<file path="config.mk">
export PLATFORM = sky130hd
export DESIGN_NAME = trs_top
export DESIGN_NICKNAME = d
export VERILOG_FILES = /design/src/core/trs_pkg.sv /design/src/core/trs_top.sv
export SDC_FILE = /design/constraint.sdc
export NUM_CORES = 1
export LEC_CHECK = 0
export BUFFER_PORTS_ARGS = -buffer_cell sky130_fd_sc_hd__buf_2
export CORE_MARGIN = 1.5
export CORE_UTILIZATION = 40
export CTS_CLUSTER_DIAMETER = 30
export DETAILED_ROUTE_END_ITERATION = 7
export GPL_ROUTABILITY_DRIVEN = 1
export SYNTH_ARGS = -nofsm -noshare
export SYNTH_HDL_FRONTEND = slang
export SYNTH_SLANG_ARGS = --single-unit
</file>
<file path="constraint.sdc">
create_clock -name clk -period 2.1 [get_ports clk]
set_input_delay 0.315 -clock clk [delete_from_list [all_inputs] [get_ports clk]]
set_output_delay 0.315 -clock clk [all_outputs]
set_load 0.005 [all_outputs]
</file>
<file path="src/core/trs_pkg.sv">
// Purpose: Shared constants and types for the trip restart and fire input block
// Assumes: 100 MHz system clock, 32-bit Avalon-MM register bus
// Notes: Register fields are laid out by the packed structs below
package trs_pkg;
    // Timing
    localparam int CLK_PERIOD_NS = 10;
    localparam int TICK_NS = 1_000_000;
    localparam int TICK_CYC = (TICK_NS + CLK_PERIOD_NS - 1) / CLK_PERIOD_NS;
    localparam int TICKS_PER_S = 1_000_000_000 / TICK_NS;
    localparam int RETRY_S = 20;
    localparam int RETRY_TICKS = RETRY_S * TICKS_PER_S;
    localparam logic [2:0] MAX_ATTEMPTS = 3'h5;

    // Register byte addresses
    localparam logic [3:0] ADDR_CFG = 4'h0;
    localparam logic [3:0] ADDR_CMD = 4'h4;
    localparam logic [3:0] ADDR_STAT = 4'h8;

    // Command bit positions
    localparam int CMD_MAN_RST = 0;
    localparam int CMD_FIRE_CLR = 1;

    // Input function codes that route input 3 to fire mode
    localparam logic [4:0] FIRE_FUNC_LO = 5'h0f;
    localparam logic [4:0] FIRE_FUNC_HI = 5'h12;

    // Control modes that mean keypad control
    localparam logic [3:0] MODE_KEYPAD_FWD = 4'h1;
    localparam logic [3:0] MODE_KEYPAD_REV = 4'h2;

    // Start selection codes
    localparam logic [2:0] SEL_MIN_KEY = 3'h0;
    localparam logic [2:0] SEL_PREV_KEY = 3'h1;
    localparam logic [2:0] SEL_MIN_TERM = 3'h2;
    localparam logic [2:0] SEL_PREV_TERM = 3'h3;
    localparam logic [2:0] SEL_CUR_KEY = 3'h4;
    localparam logic [2:0] SEL_CUR_KEY_B = 3'h5;

    // Start speed codes
    localparam logic [1:0] SPD_MIN = 2'h0;
    localparam logic [1:0] SPD_PREV = 2'h1;
    localparam logic [1:0] SPD_CUR = 2'h2;

    // Configuration register
    typedef struct packed {
        logic [10:0] rsvd_a;
        logic [4:0] in_func;
        logic [3:0] ctrl_mode;
        logic rsvd_b;
        logic [2:0] start_sel;
        logic [1:0] rsvd_c;
        logic fire_latch;
        logic fire_pol;
        logic rsvd_d;
        logic [2:0] attempts;
    } trs_cfg_t;

    // Status register
    typedef struct packed {
        logic [24:0] rsvd;
        logic run;
        logic fire;
        logic locked;
        logic retry_pend;
        logic [2:0] used;
    } trs_stat_t;

    localparam trs_cfg_t CFG_RST = 32'h0000_0000;

    typedef enum logic [1:0] {ST_IDLE, ST_WAIT, ST_TRY, ST_LOCK} trs_state_t;
endpackage : trs_pkg

</file>
<file path="src/core/trs_top.sv">
// Purpose: Auto trip restart sequencer, fire input conditioning, keypad start selection
// Assumes: Trip and start-ok events come from drive logic on clk; keys and fire pin are async
// Notes: One wait state on every bus access
// Summary of operation
// After a trip, auto reset and restart, up to 5 attempts, 20 s apart.
// If last attempt fails, stay tripped and latched until manual reset.
// Attempt count survives fault resets; only power-up reset clears it.
// Fire polarity 0 means active on open contact, 1 active on closed.
// Latch 0 follows active level; latch 1 holds after a momentary pulse.
// Both fire behaviours honour the configured polarity.
// Start selection only acts in keypad control mode.
// Keypad-start selections accept start and stop only from keypad keys.
// Terminal-start selections also allow starting from the terminal input.
// Selection 0..3 decode min/previous speed with keypad/terminal start.
// Fire override only enabled when input function is 15 to 18.
// Override suppresses soft trips; hard trips still trip and auto restart.
// Retry interval timed by tick-driven counter, restarted each new attempt.
//
// The address map and the Avalon-MM register port are this design's own decisions.
module trs_top
    import trs_pkg::*;
#(
    parameter int TICK_CYC_P = TICK_CYC,
    parameter int RETRY_TICKS_P = RETRY_TICKS
) (
    // Clock and reset
    input wire logic clk,
    input wire logic rst_n,
    // Avalon-MM slave
    input wire logic [3:0] avs_address,
    input wire logic avs_read,
    input wire logic avs_write,
    input wire logic [31:0] avs_writedata,
    output logic [31:0] avs_readdata,
    output logic avs_waitrequest,
    // Drive logic events
    input wire logic trip_evt,
    input wire logic trip_hard,
    input wire logic start_ok,
    // Pins
    input wire logic fire_pin,
    input wire logic key_start,
    input wire logic key_stop,
    input wire logic term_start,
    // Drive controls
    output logic restart_pulse,
    output logic locked,
    output logic fire_active,
    output logic run_cmd,
    output logic [1:0] speed_sel
);
    localparam int TW = $clog2(TICK_CYC_P + 1);
    localparam int RW = $clog2(RETRY_TICKS_P + 1);

    // Rising edge of a synchronised level
    function automatic logic rise(input logic now, input logic prev);
        return now & ~prev;
    endfunction : rise

    // Register state
    trs_cfg_t cfg_ff, nxt_cfg;
    logic ack_ff, nxt_ack;
    logic [31:0] rdata_ff, nxt_rdata;
    logic man_rst, fire_clr;
    trs_stat_t stat;

    // Pin synchronisers, stage 3 feeds edge detection
    logic [3:0] s1_ff, s2_ff, s3_ff;
    logic fire_lvl, kst, ksp, tst, kst_e, ksp_e, tst_e;

    // Sequencer state
    trs_state_t st_ff, nxt_st;
    logic [2:0] used_ff, nxt_used;
    logic [TW-1:0] tick_cnt_ff, nxt_tick_cnt;
    logic [RW-1:0] retry_cnt_ff, nxt_retry_cnt;
    logic pulse_ff, nxt_pulse;
    logic tick, trip_eff, can_retry;
    logic [2:0] lim;

    // Fire and start state
    logic fire_ff, nxt_fire;
    logic run_ff, nxt_run;
    logic [1:0] spd_ff, nxt_spd;
    logic fire_en, fire_req, keypad, term_ok;

    // Bus handshake: one wait state, then the access completes
    assign avs_waitrequest = (avs_read | avs_write) & ~ack_ff;
    assign avs_readdata = rdata_ff;
    assign man_rst = avs_write & ack_ff & (avs_address == ADDR_CMD) & avs_writedata[CMD_MAN_RST];
    assign fire_clr = avs_write & ack_ff & (avs_address == ADDR_CMD) & avs_writedata[CMD_FIRE_CLR];

    // Status view of internal state
    always_comb begin
        stat = '0;
        stat.run = run_ff;
        stat.fire = fire_ff;
        stat.locked = (st_ff == ST_LOCK);
        stat.retry_pend = (st_ff == ST_WAIT);
        stat.used = used_ff;
    end

    // Register file next values
    always_comb begin
        nxt_cfg = cfg_ff;
        nxt_ack = (avs_read | avs_write) & ~ack_ff;
        nxt_rdata = rdata_ff;
        if (avs_write && ack_ff && avs_address == ADDR_CFG) begin
            nxt_cfg = avs_writedata;
            nxt_cfg.rsvd_a = '0;
            nxt_cfg.rsvd_b = 1'b0;
            nxt_cfg.rsvd_c = '0;
            nxt_cfg.rsvd_d = 1'b0;
        end
        if (avs_read && !ack_ff) begin
            case (avs_address)
                ADDR_CFG: nxt_rdata = cfg_ff;
                ADDR_STAT: nxt_rdata = stat;
                default: nxt_rdata = 32'h0000_0000;
            endcase
        end
    end

    always_ff @(posedge clk or negedge rst_n) begin
        if (!rst_n) begin
            cfg_ff <= CFG_RST;
            ack_ff <= 1'b0;
            rdata_ff <= 32'h0000_0000;
        end else begin
            cfg_ff <= nxt_cfg;
            ack_ff <= nxt_ack;
            rdata_ff <= nxt_rdata;
        end
    end

    // Two-flop synchronisers for pins, third stage for edges
    always_ff @(posedge clk or negedge rst_n) begin
        if (!rst_n) begin
            s1_ff <= 4'h0;
            s2_ff <= 4'h0;
            s3_ff <= 4'h0;
        end else begin
            s1_ff <= {term_start, key_stop, key_start, fire_pin};
            s2_ff <= s1_ff;
            s3_ff <= s2_ff;
        end
    end

    // polarity select: pin high means contact closed
    // shared by both behaviours
    assign fire_lvl = cfg_ff.fire_pol ? s2_ff[0] : ~s2_ff[0];
    assign kst = s2_ff[1];
    assign ksp = s2_ff[2];
    assign tst = s2_ff[3];
    assign kst_e = rise(kst, s3_ff[1]);
    assign ksp_e = rise(ksp, s3_ff[2]);
    assign tst_e = rise(tst, s3_ff[3]);

    // fire enable decode
    assign fire_en = (cfg_ff.in_func >= FIRE_FUNC_LO) && (cfg_ff.in_func <= FIRE_FUNC_HI);
    assign fire_req = fire_en & fire_lvl;
    assign keypad = (cfg_ff.ctrl_mode == MODE_KEYPAD_FWD) || (cfg_ff.ctrl_mode == MODE_KEYPAD_REV);
    // terminal start allowed only for terminal selections
    assign term_ok = keypad &&
        (cfg_ff.start_sel == SEL_MIN_TERM || cfg_ff.start_sel == SEL_PREV_TERM);

    // Fire override and run command next values
    always_comb begin
        nxt_fire = fire_ff;
        nxt_run = run_ff;
        nxt_spd = spd_ff;
        // maintained or momentary override
        if (!fire_en) begin
            nxt_fire = 1'b0;
        end else if (!cfg_ff.fire_latch) begin
            nxt_fire = fire_lvl;
        end else if (fire_lvl) begin
            nxt_fire = 1'b1; // Set wins over clear
        end else if (fire_clr) begin
            nxt_fire = 1'b0;
        end
        // speed kept outside keypad
        // start speed decode
        if (keypad) begin
            case (cfg_ff.start_sel)
                SEL_MIN_KEY, SEL_MIN_TERM: nxt_spd = SPD_MIN;
                SEL_PREV_KEY, SEL_PREV_TERM: nxt_spd = SPD_PREV;
                SEL_CUR_KEY, SEL_CUR_KEY_B: nxt_spd = SPD_CUR;
                default: nxt_spd = SPD_MIN;
            endcase
        end
        // keypad selection only in keypad mode
        // keys count in keypad mode; terminal only when permitted
        if (!keypad) begin
            nxt_run = tst;
        end else if (ksp_e) begin
            nxt_run = 1'b0;
        end else if (kst_e || (term_ok && tst_e)) begin
            nxt_run = 1'b1;
        end
        if (trip_eff) begin
            nxt_run = 1'b0;
        end else if (pulse_ff) begin
            nxt_run = 1'b1;
        end
    end

    always_ff @(posedge clk or negedge rst_n) begin
        if (!rst_n) begin
            fire_ff <= 1'b0;
            run_ff <= 1'b0;
            spd_ff <= SPD_MIN;
        end else begin
            fire_ff <= nxt_fire;
            run_ff <= nxt_run;
            spd_ff <= nxt_spd;
        end
    end

    // soft trips suppressed under override
    assign trip_eff = trip_evt & (trip_hard | ~fire_ff);
    assign lim = (cfg_ff.attempts > MAX_ATTEMPTS) ? MAX_ATTEMPTS : cfg_ff.attempts;
    assign can_retry = fire_ff | (used_ff < lim);
    assign tick = (tick_cnt_ff == TW'(TICK_CYC_P - 1));

    // Restart sequencer next values
    always_comb begin
        nxt_st = st_ff;
        nxt_used = used_ff;
        nxt_pulse = 1'b0;
        nxt_tick_cnt = tick ? '0 : tick_cnt_ff + 1'b1;
        nxt_retry_cnt = retry_cnt_ff;
        case (st_ff)
            ST_IDLE, ST_TRY: begin
                if (trip_eff) begin
                    // no attempts left locks the fault
                    nxt_st = can_retry ? ST_WAIT : ST_LOCK;
                    // interval restarts with each trip
                    nxt_retry_cnt = '0;
                    nxt_tick_cnt = '0;
                end else if (st_ff == ST_TRY && start_ok) begin
                    nxt_st = ST_IDLE;
                end
            end
            ST_WAIT: begin
                if (tick) begin
                    nxt_retry_cnt = retry_cnt_ff + 1'b1;
                end
                // reset and retry after interval
                if (tick && retry_cnt_ff == RW'(RETRY_TICKS_P - 1)) begin
                    nxt_st = ST_TRY;
                    nxt_pulse = 1'b1;
                    // count saturates, never cleared here
                    if (used_ff < MAX_ATTEMPTS) begin
                        nxt_used = used_ff + 1'b1;
                    end
                end
            end
            ST_LOCK: begin
                if (man_rst) begin
                    nxt_st = ST_IDLE;
                end
            end
            default: nxt_st = ST_IDLE;
        endcase
    end

    always_ff @(posedge clk or negedge rst_n) begin
        if (!rst_n) begin
            st_ff <= ST_IDLE;
            used_ff <= 3'h0;
            tick_cnt_ff <= '0;
            retry_cnt_ff <= '0;
            pulse_ff <= 1'b0;
        end else begin
            st_ff <= nxt_st;
            used_ff <= nxt_used;
            tick_cnt_ff <= nxt_tick_cnt;
            retry_cnt_ff <= nxt_retry_cnt;
            pulse_ff <= nxt_pulse;
        end
    end

    // Outputs
    assign restart_pulse = pulse_ff;
    assign locked = (st_ff == ST_LOCK);
    assign fire_active = fire_ff;
    assign run_cmd = run_ff;
    assign speed_sel = spd_ff;

    // Checks
    AST_RETRY_SPACING: assert property (@(posedge clk) disable iff (!rst_n)
        nxt_pulse |-> (st_ff == ST_WAIT) && retry_cnt_ff == RW'(RETRY_TICKS_P - 1) && tick)
        else $error("restart issued before interval elapsed");
    AST_MAX_COUNT: assert property (@(posedge clk) disable iff (!rst_n)
        used_ff <= MAX_ATTEMPTS)
        else $error("attempt count above limit");
    AST_LOCK_HOLD: assert property (@(posedge clk) disable iff (!rst_n)
        (st_ff == ST_LOCK) && !man_rst |=> st_ff == ST_LOCK)
        else $error("locked fault left without manual reset");
    AST_LOCK_ENTRY: assert property (@(posedge clk) disable iff (!rst_n)
        trip_eff && !can_retry && st_ff != ST_WAIT && st_ff != ST_LOCK |=> locked)
        else $error("exhausted attempts did not lock");
    AST_COUNT_KEPT: assert property (@(posedge clk) disable iff (!rst_n)
        used_ff >= $past(used_ff))
        else $error("attempt count decreased without power reset");
    AST_FIRE_POL: assert property (@(posedge clk) disable iff (!rst_n)
        fire_en && !cfg_ff.fire_latch
        |=> fire_ff == ($past(cfg_ff.fire_pol) ? $past(s2_ff[0]) : !$past(s2_ff[0])))
        else $error("maintained fire level wrong for polarity");
    AST_FIRE_LATCH: assert property (@(posedge clk) disable iff (!rst_n)
        fire_ff && fire_en && cfg_ff.fire_latch && !fire_clr ##1 fire_en && cfg_ff.fire_latch
        |-> fire_ff)
        else $error("momentary fire override dropped");
    AST_FIRE_DISABLED: assert property (@(posedge clk) disable iff (!rst_n)
        !fire_en |=> !fire_ff)
        else $error("fire override active while input not assigned");
    AST_NOT_KEYPAD: assert property (@(posedge clk) disable iff (!rst_n)
        !keypad && !trip_eff && !pulse_ff |=> run_ff == $past(tst))
        else $error("start selection acted outside keypad mode");
    AST_KEY_ONLY: assert property (@(posedge clk) disable iff (!rst_n)
        keypad && !term_ok && !run_ff && !kst_e && !pulse_ff |=> !run_ff)
        else $error("run started from terminal in keypad-start mode");
    AST_SOFT_SUPPRESS: assert property (@(posedge clk) disable iff (!rst_n)
        trip_evt && !trip_hard && fire_ff && st_ff == ST_IDLE && !start_ok |=> st_ff == ST_IDLE)
        else $error("soft trip not suppressed under override");
    AST_TIMER_RESTART: assert property (@(posedge clk) disable iff (!rst_n)
        trip_eff && st_ff != ST_WAIT && st_ff != ST_LOCK |=> retry_cnt_ff == '0)
        else $error("retry interval not restarted");
endmodule : trs_top

</file>
# [Word-level counts from Yosys, hierarchy flattened]
# Index checks and enable logic that the tools add are counted.
[classes] bitwise=18 n_reduce_logical=21 n_mux=27 order_cmp=5 n_eq_ne=21 addsub=3
[op_table] cell="$mux W17" n=3
[op_table] cell="$pmux W21 S2" n=1
[op_table] cell="$mux W15" n=2
[op_table] cell="$pmux W15 S2" n=1
[op_table] cell="$add A17 B1 Y17 const B" n=1
[op_table] cell="$eq A17 B17 Y1 const B" n=1
[op_table] cell="$add A15 B1 Y15 const B" n=1
[op_table] cell="$eq A15 B15 Y1 const B" n=1
[op_table] cell="$mux W1" n=12
[op_table] cell="$mux W2" n=5
[op_table] cell="$and A1 B1 Y1" n=9
[op_table] cell="$reduce_and A3 Y1" n=3
[op_table] cell="$logic_and A1 B1 Y1" n=8
[op_table] cell="$eq A3 B2 Y1 const B" n=2
[op_table] cell="$eq A3 B3 Y1 const B" n=2
[op_table] cell="$ne A2 B1 Y1 const B" n=3
[op_table] cell="$not A1 Y1" n=6
[op_table] cell="$pmux W2 S3" n=1
[op_table] cell="$reduce_or A2 Y1" n=3
[op_table] cell="$ge A5 B4 Y1 const B" n=1
[op_table] cell="$le A5 B5 Y1 const B" n=1
[op_table] cell="$ne A5 B4 Y1 const B" n=1
[op_table] cell="$eq A2 B2 Y1 const B" n=2
[op_table] cell="$eq A4 B1 Y1 const B" n=1
[op_table] cell="20 further kinds" n=24
[totals] in_bits=47 regBits=104 elab_cells=114

# [Longest topological paths before layout]
# Gate-level depths: netlist of the first run.
[depth] depth_word=10 ltp_mapped=7

# [Worst setup path after synthesis of the first run]
# No wires, ideal clock.
[synth_path] path_type="input port to flip-flop" startpoint="input port avs_address[2]" endpoint="register cfg_ff[10] (netlist name)" required_ns=1.972 cell_stages=6 arrival_ns=1.699 n_path_buf=3 setup_ns=0.128 slack_ns=0.274 path_cell_list="or3_1 -> clkbuf_1 -> nor3b_1 -> buf_2 -> buf_4 -> mux2_1"
[synth_via] elab_chain_len=2
[synth_lines] element="from (decl)" line_no="trs_top.sv:30" text="input wire logic [3:0] avs_address,"
[synth_lines] element="$logic_not A4 Y1" line_no="trs_top.sv:107" text="if (avs_write && ack_ff && avs_address == ADDR_CFG) begin"
[synth_lines] element="$logic_and A1 B1 Y1" line_no="trs_top.sv:107"
[synth_lines] element="to (signal assigned)" line_no="trs_top.sv:129" text="cfg_ff <= nxt_cfg;"
[synth_lines] element="to (decl)" line_no="trs_top.sv:61" text="trs_cfg_t cfg_ff, nxt_cfg;"
# No other way between the ends.
# A chain may end at the register's enable or synchronous reset.

# [Final worst setup path of the first run]
[layout_path] startpoint="register tick_cnt_ff[0]" endpoint="register retry_cnt_ff[13]"
[layout_via] elab_chain_len=3
[layout_lines] element="from (decl)" line_no="trs_top.sv:74" text="logic [TW-1:0] tick_cnt_ff, nxt_tick_cnt;"
[layout_lines] element="from (signal assigned)" line_no="trs_top.sv:277" text="tick_cnt_ff <= nxt_tick_cnt;"
[layout_lines] element="$eq A17 B17 Y1" line_no="trs_top.sv:223" text="assign tick = (tick_cnt_ff == TW'(TICK_CYC_P - 1));"
[layout_lines] element="$ne A2 B1 Y1 (no source line)"
[layout_lines] element="$reduce_and A3 Y1 (no source line)"
[layout_lines] element="to (signal assigned)" line_no="trs_top.sv:278" text="retry_cnt_ff <= nxt_retry_cnt;"
[layout_lines] element="to (decl)" line_no="trs_top.sv:75" text="logic [RW-1:0] retry_cnt_ff, nxt_retry_cnt;"
# No other way between the ends.

==> results of run 1 <==
registers in the layout (all words and copies together), names as in the netlist, 2 cells and up:
register      count
avs_readdata     19
cfg_ff           17
tick_cnt_ff      17
retry_cnt_ff     15
s1_ff             4
s2_ff             4
s3_ff             3
used_ff           3
speed_sel         2
st_ff             2
placed cells by master, fill, tap and decap left out, types with 2 or more instances in the layout:
master       n
a2111oi_0    2
a21oi_1      8
a22o_1      12
and2_1       2
and3_1       3
and4_1       6
and4bb_2     2
buf_12       3
buf_2       56
buf_4       15
clkbuf_8    10
clkinvlp_4   4
conb_1      13
dfrtp_1     90
ha_1         5
inv_1        6
mux2_1      13
mux2_2       4
mux2i_1     18
nand2_1     44
nand2b_1    18
nand3_1     15
nand4_1     14
nor2_1      19
nor2b_1      3
nor3_1      17
nor4_1       7
o211ai_1     3
o21ai_0      9
o31ai_1      7
o41ai_1      3
or3_1        3
xnor2_1      8
xor2_1       6
where the power goes:
group	switching [mW]	leakage, nW	internal [mW]
registers	0.185	1.19	1.93
clock network	0.637	0.0782	0.467
logic	0.403	1.07	0.309
final cells by class:
type / count / share of cell area [%]
tap: 136 / 3.43
inverter: 6 / 0.455
multi-input combinational: 281 / 37.7
clock inverter: 5 / 0.783
sequential: 90 / 45.5
clock buffer: 11 / 2.85
timing repair buffer: 75 / 9.34
per-stage QoR:
step,util (%),total power [mW]
final,48.0,3.93
after global routing,48.0,4.18
after CTS,48.0,3.98
after detailed placement,46.2,2.86
after global placement,46.2,2.85
after floorplan,-,2.58
routing by layer:
metal / vias to the layer above / GRT usage [%] / wire length, um / share of wire [%]
met5: - / 0 / 0 / 0
met3: 8 / 5.03 / 388 / 4.3
met2: 66 / 26.1 / 4150 / 46
li1: 1528 / - / - / -
met4: 0 / 3.86 / 85 / 0.95
met1: 1518 / 24.3 / 4310 / 48
path summary, 6_finish.rpt:
| check | startpoint | cells after the start | slack (ps) | endpoint |
|---|---|---|---|---|
| min reg2reg | s1_ff[1] | 0 | 360 | s2_ff[1] |
| max | tick_cnt_ff[0] | 6 | 220 | retry_cnt_ff[13] |
| min in group asynchronous | rst_n | 2 | 360 | retry_cnt_ff[8] |
| max in group asynchronous | rst_n | 3 | 1180 | tick_cnt_ff[13] |
| min | fire_pin | 1 | 40 | s1_ff[0] |
| max reg2reg | tick_cnt_ff[0] | 6 | 220 | retry_cnt_ff[13] |
synthesized netlist by cell type (all sizes together) (2+ instances only):
cell type	number
nor4b	2
xnor2	8
nor4	7
nor2b	3
ha	5
o21ai	9
a21oi	8
buf	21
o211ai	3
o41ai	3
inv	6
mux2i	18
nand3	15
o31ai	7
clkbuf	11
nor3b	2
a22o	12
mux2	17
dfrtp	90
xor2	6
or2	2
nand2b	18
and4bb	2
nand4	16
nor3	17
a2111oi	2
nor2	19
nand2	44
and2	2
and3	3
or3	4
and4	6
critical path, cell delays in order (launching register included):
cell	delay [ps]
dfrtp_1	400
ha_1	240
and4_1	260
nand4_2	120
buf_12	180
nor4_1	380
mux2i_1	220
logic make-up (layout without fill, tap and decap cells):
family	after synthesis	in the layout	share of synthesized area [%]
adder cells (fa/ha/maj)	5	5	1.47
multiplexers	35	35	8.70
AO/OA/AOI/OAI	50	50	8.32
XOR/XNOR	14	14	2.87
flip-flops	90	90	52.8
other	1	13	0.0878
AND/OR/NAND/NOR	164	164	21.1
buffers and inverters	38	97	4.69
==> results.md, run 1 <==
- Post-CTS setup buffers: 0
- Layout fillers: 968
- GRT Resource Usage Total: 17.2%
- Antenna Nets Post-Route: 0
- Synth top area share: 52.8%
- Final setup fails: 0
- Gate Count Post-Synth: 397
- Worst-Skew Late Latency: 370 ps
- DR WL/cell: 14.8 um
- Vias in the first global route: 2926
- DRT iter0 DRCs: 154
- Initial Util: 41.4%
- Post-Layout Cell Count: 604
- Yosys warns: 0
- Global-route wire length before repair: 15200 um
- Worst clock skew: 8.04 ps
- DRT Pass-1 Iters: 4
- Hold slack: 44.2 ps
- Chip width: 106 um
- Unrepaired setup endpoints after global routing: no
- Area grow syn2layout: 16.1%
- ANT cells: 0
- Final Cell Area: 4950 sq um
- Post-cts sizing count: 0
- Final worst slack: 215 ps
- Worst Tran Pin Value: 569 ps
- Final RePlAce weighted congestion: 0.780
- CTS tree: yes
- Die area: 11300 sq um
- Reg area: 2250 sq um
- Synthesized area: 4270 sq um
- Max Freq: 0.531 GHz
- P per Cell Area: 794 nW/um^2
- Setup WS pre-CTS: 227 ps
- Routed vias/inst: 5.17
- Initial antenna violation count: 0
- Post-synth ARST share: 100%
- Top post-synthesis cells by area: dfrtp_1, mux2i_1, nand2_1, mux2_1, nand2b_1
- Crit path DAT: 2180 ps
- Port Buffers: 57
- CP Data Required Time: 2400 ps
- Clock net sink count: 90
- Relative slew slack: 61.5%
- Min Tclk post-route: 1880 ps
- CTS buffer count: 9
- Max-cap violation count: 0
- Clk slew on worst S/H paths: 90 ps
- Fraction of layout cells with a size suffix above 1: 21.6%
- Cell Area, Placed: 4760 sq um
- Root Buffer: clkbuf_8
- Largest net degree at the start of global routing: 53
- Synth Register Bits: 90
- Number of synthesized flops with an enable pin: 0
- Min-Delay Path Class: in2reg
- Fin. max-slew vios: 0
- Commonest register cell after synthesis: dfrtp_1
- H-tree levels: 3
- CP Capture Type: flip-flop
- Kind of critical path: reg2reg
- Placed Cells: 587
- Core ar.: 10300 sq um
- Unique masters post-synth: 49
- Post-synth top area cell: dfrtp_1
- Via count: 3120
- Area occupied by multi-input gates: 1870 sq um
- Final wirelength: 8930 um
- Lkg Pwr: 2.34 nW
- Crit share post-route: 89.7%
- Max IR drop VDD: 0.000490 V
- Post-detail-place hpwl: 6390 um
- Run status: complete, no violations
- Final nets: 515
- Global route overflow: 0
- Residual DRC: 0
- CP max FO: 18
- Seq/Total Area, Yosys: 52.8%
- Die Y: 106 um
- # IOs: 86
- Setup TNS: 0 ps
- Mean post-synth cell area: 10.8 sq um
- CTS max path bufs: 2
- Startpoint types: flip-flop
- Row count: 37
- Hold Vio Cnt, Final: 0
- CTS hold repair buffers: 1
(Power assumes the default switching activity.)
==> run 2: changes to the inputs <==
- MAX_ROUTING_LAYER: not set -> met4
- PLACE_DENSITY: not set -> 0.65
==> results.md, run 2 (same netlist as run 1, synthesis figures left out) <==
- Cell Area, Placed: 4760 sq um (unchanged)
- Layout fillers: 943 (was 968)
- Row count: 37 (unchanged)
- Layout Utilization: 48.2% (was 48.0%)
- Global-route wire length before repair: 15000 um (was 15200 um)
- Gate power share: 17.7% (was 18.1%)
- Startpoint types: flip-flop (unchanged)
- P per Cell Area: 802 nW/um^2 (was 794 nW/um^2)
- DRT iter0 DRCs: 87 (was 154)
- Post-Layout Cell Count: 604 (unchanged)
- Max-cap violation count: 0 (unchanged)
- Port Buffers: 57 (unchanged)
- Clk pwr share: 29.0% (was 28.1%)
- Final setup fails: 0 (unchanged)
- Crit path DAT: 2100 ps (was 2180 ps)
- Worst Hold Launch: fire_pin (unchanged)
- Internal cell power: 2.78 mW (was 2.71 mW)
- Kind of critical path: reg2reg (unchanged)
- ANT cells: 0 (unchanged)
- Worst r2r dst: used_ff[2] (was retry_cnt_ff[13])
- Hold Vio Cnt, Final: 0 (unchanged)
- Residual DRC: 0 (unchanged)
- CP Capture Type: flip-flop (unchanged)
- Max IR drop VDD: 0.000318 V (was 0.000490 V)
- Chip width: 106 um (unchanged)
- CP Data Required Time: 2350 ps (was 2400 ps)
- Die Y: 106 um (unchanged)
- Unrepaired setup endpoints after global routing: no (unchanged)
- CTS buffer count: 9 (unchanged)
- Min Tclk post-route: 1850 ps (was 1880 ps)
- DRT Pass-1 Iters: 5 (was 4)
- GRT Resource Usage Total: 17.4% (was 17.2%)
- Final Cell Area: 4970 sq um (was 4950 sq um)
- Clock net sink count: 90 (unchanged)
- Initial antenna violation count: 0 (unchanged)
- Vias in the first global route: 3093 (was 2926)
- # IOs: 86 (unchanged)
- Worst clock skew: 7.66 ps (was 8.04 ps)
- Final RePlAce weighted congestion: 0.830 (was 0.780)
- Area grow syn2layout: 16.5% (was 16.1%)
- Setup TNS: 0 ps (unchanged)
- Core ar.: 10300 sq um (unchanged)
- CP max FO: 4 (was 18)
- Root Buffer: clkbuf_8 (unchanged)
- CP dominant cell by count: and4_1
- CP max stage cell: dfrtp_1 (unchanged)
- Largest net degree at the start of global routing: 45 (was 53)
- Final wirelength: 8740 um (was 8930 um)
- Placed Cells: 587 (unchanged)
- Fraction of layout cells with a size suffix above 1: 21.8% (was 21.6%)
- CTS max path bufs: 2 (unchanged)
- Post-detail-place hpwl: 6380 um (was 6390 um)
- Max Freq: 0.542 GHz (was 0.531 GHz)
- Via count: 3131 (was 3120)
- Crit share post-route: 87.9% (was 89.7%)
- Hold path cells: 1 (unchanged)
- Die area: 11300 sq um (unchanged)
- Final nets: 515 (unchanged)
- Power Total: 3.99 mW (was 3.93 mW)
- Lkg Pwr: 2.35 nW (was 2.34 nW)
- DR WL/cell: 14.5 um (was 14.8 um)
- Sw Ratio: 30.3% (was 31.1%)
- H-tree levels: 3 (unchanged)
- Min-Delay Path Class: in2reg (unchanged)
- CP Buf/Inv Count: 1 (unchanged)
- Sequential power share: 53.2% (was 53.9%)
- Register-to-Register Path Depth: 6 (unchanged)
- Commonest non-fill, non-tap cell in the layout: dfrtp_1 (unchanged)
- Cell chain of the critical path: ha_1, and4_1, buf_4, and4_1, nand4_1, mux2_1 (was ha_1, and4_1, nand4_2, buf_12, nor4_1, mux2i_1)
- Post-cts sizing count: 0 (unchanged)
- Worst hold endpoint: s1_ff[0] (unchanged)
- Worst path max stage delay: 400 ps (about the same)
- Reg area: 2250 sq um (unchanged)
- Sw power: 1.21 mW (was 1.22 mW)
- R2r startpoint: tick_cnt_ff[0] (unchanged)
- Clk slew on worst S/H paths: 90 ps (about the same)
- Max reg flops: 19 (unchanged)
- Routed vias/inst: 5.18 (was 5.17)
- Flop-to-flop setup slack: 250 ps (was 220 ps)
- Global route overflow: 0 (unchanged)
- Worst Tran Pin Value: 598 ps (was 569 ps)
- Run status: complete, no violations (unchanged)
- Worst-Skew Late Latency: 370 ps (about the same)
- Initial Util: 41.4% (unchanged)
- CTS tree: yes (unchanged)
- Relative slew slack: 60.1% (was 61.5%)
- Worst path top cell family by delay: simple AND/OR/NAND/NOR gates (unchanged)
- Fin. max-slew vios: 0 (unchanged)
- Area occupied by multi-input gates: 1870 sq um (unchanged)
- Most frequent cells in the layout: dfrtp_1, buf_2, nand2_1 (unchanged)
- Antenna Nets Post-Route: 0 (unchanged)
-- run 2: changes by cell type in the layout (fill, tap and decap cells not counted), sizes merged --
| cell | change |
|---|---|
| clkbuf | +1 |
| clkinvlp | -2 |
| inv | +1 |
-- run 2: cell type report --
cell class              count  area share [%]
clock buffers              12            3.32
clock inverters             4           0.654
inverters                   6           0.453
multi-input cells         281            37.5
flip-flops and latches     90            45.3
well taps                 136            3.42
repair buffers             75            9.31
-- run 2: metrics by stage --
step,hold slack (ps),worst slack (ps)
4_1_cts,29.5,239
6_report,47.4,253
3_3_place_gp,334,307
5_1_grt,29.4,61.4
2_1_floorplan,19.4,274
3_5_place_dp,335,266
-- run 2: worst register-to-register path, delay by kind of cell, from the launching register on --
kind                       cells  cell delay (ps)
adders and majority gates      1              240
and+or+nand+nor                3              630
DFF                            1              400
muxes                          1              320
buffers and inverters          1              140
-- run 2: worst max path at each step --
stage | start | cells past startpoint | end
final | tick_cnt_ff[0] | 6 | used_ff[2]
after CTS | tick_cnt_ff[0] | 6 | retry_cnt_ff[7]
after detailed placement | tick_cnt_ff[0] | 6 | retry_cnt_ff[7]
after floorplan | avs_address[2] | 6 | cfg_ff[10]
after global placement | tick_cnt_ff[0] | 6 | retry_cnt_ff[13]
after global routing | tick_cnt_ff[0] | 6 | retry_cnt_ff[9]
-- run 2: power groups by stage --
| stage | registers, mW | logic, mW | clock network (mW) |
|---|---|---|---|
| 2_1_floorplan | 2.13 | 0.455 | 0 |
| 3_5_place_dp | 2.15 | 0.710 | 0 |
| 4_1_cts | 2.12 | 0.717 | 1.20 |
| 5_1_grt | 2.16 | 0.810 | 1.28 |
| 3_3_place_gp | 2.14 | 0.691 | 0 |
| 6_report | 2.12 | 0.707 | 1.16 |
-- run 2: routing by layer --
metal / GRT usage [%] / up-vias / share of wire [%]
met5: - / - / 0
met1: 22.2 / 1523 / 47
met2: 27.4 / 63 / 48
met4: 7.53 / 0 / 2.0
li1: - / 1530 / -
met3: 3.19 / 15 / 3.5
-- run 2: timing repair --
item	in CTS	in global routing
hold buffers	1	0
buffers inserted	0	0
endpoints found under the hold margin	41	0
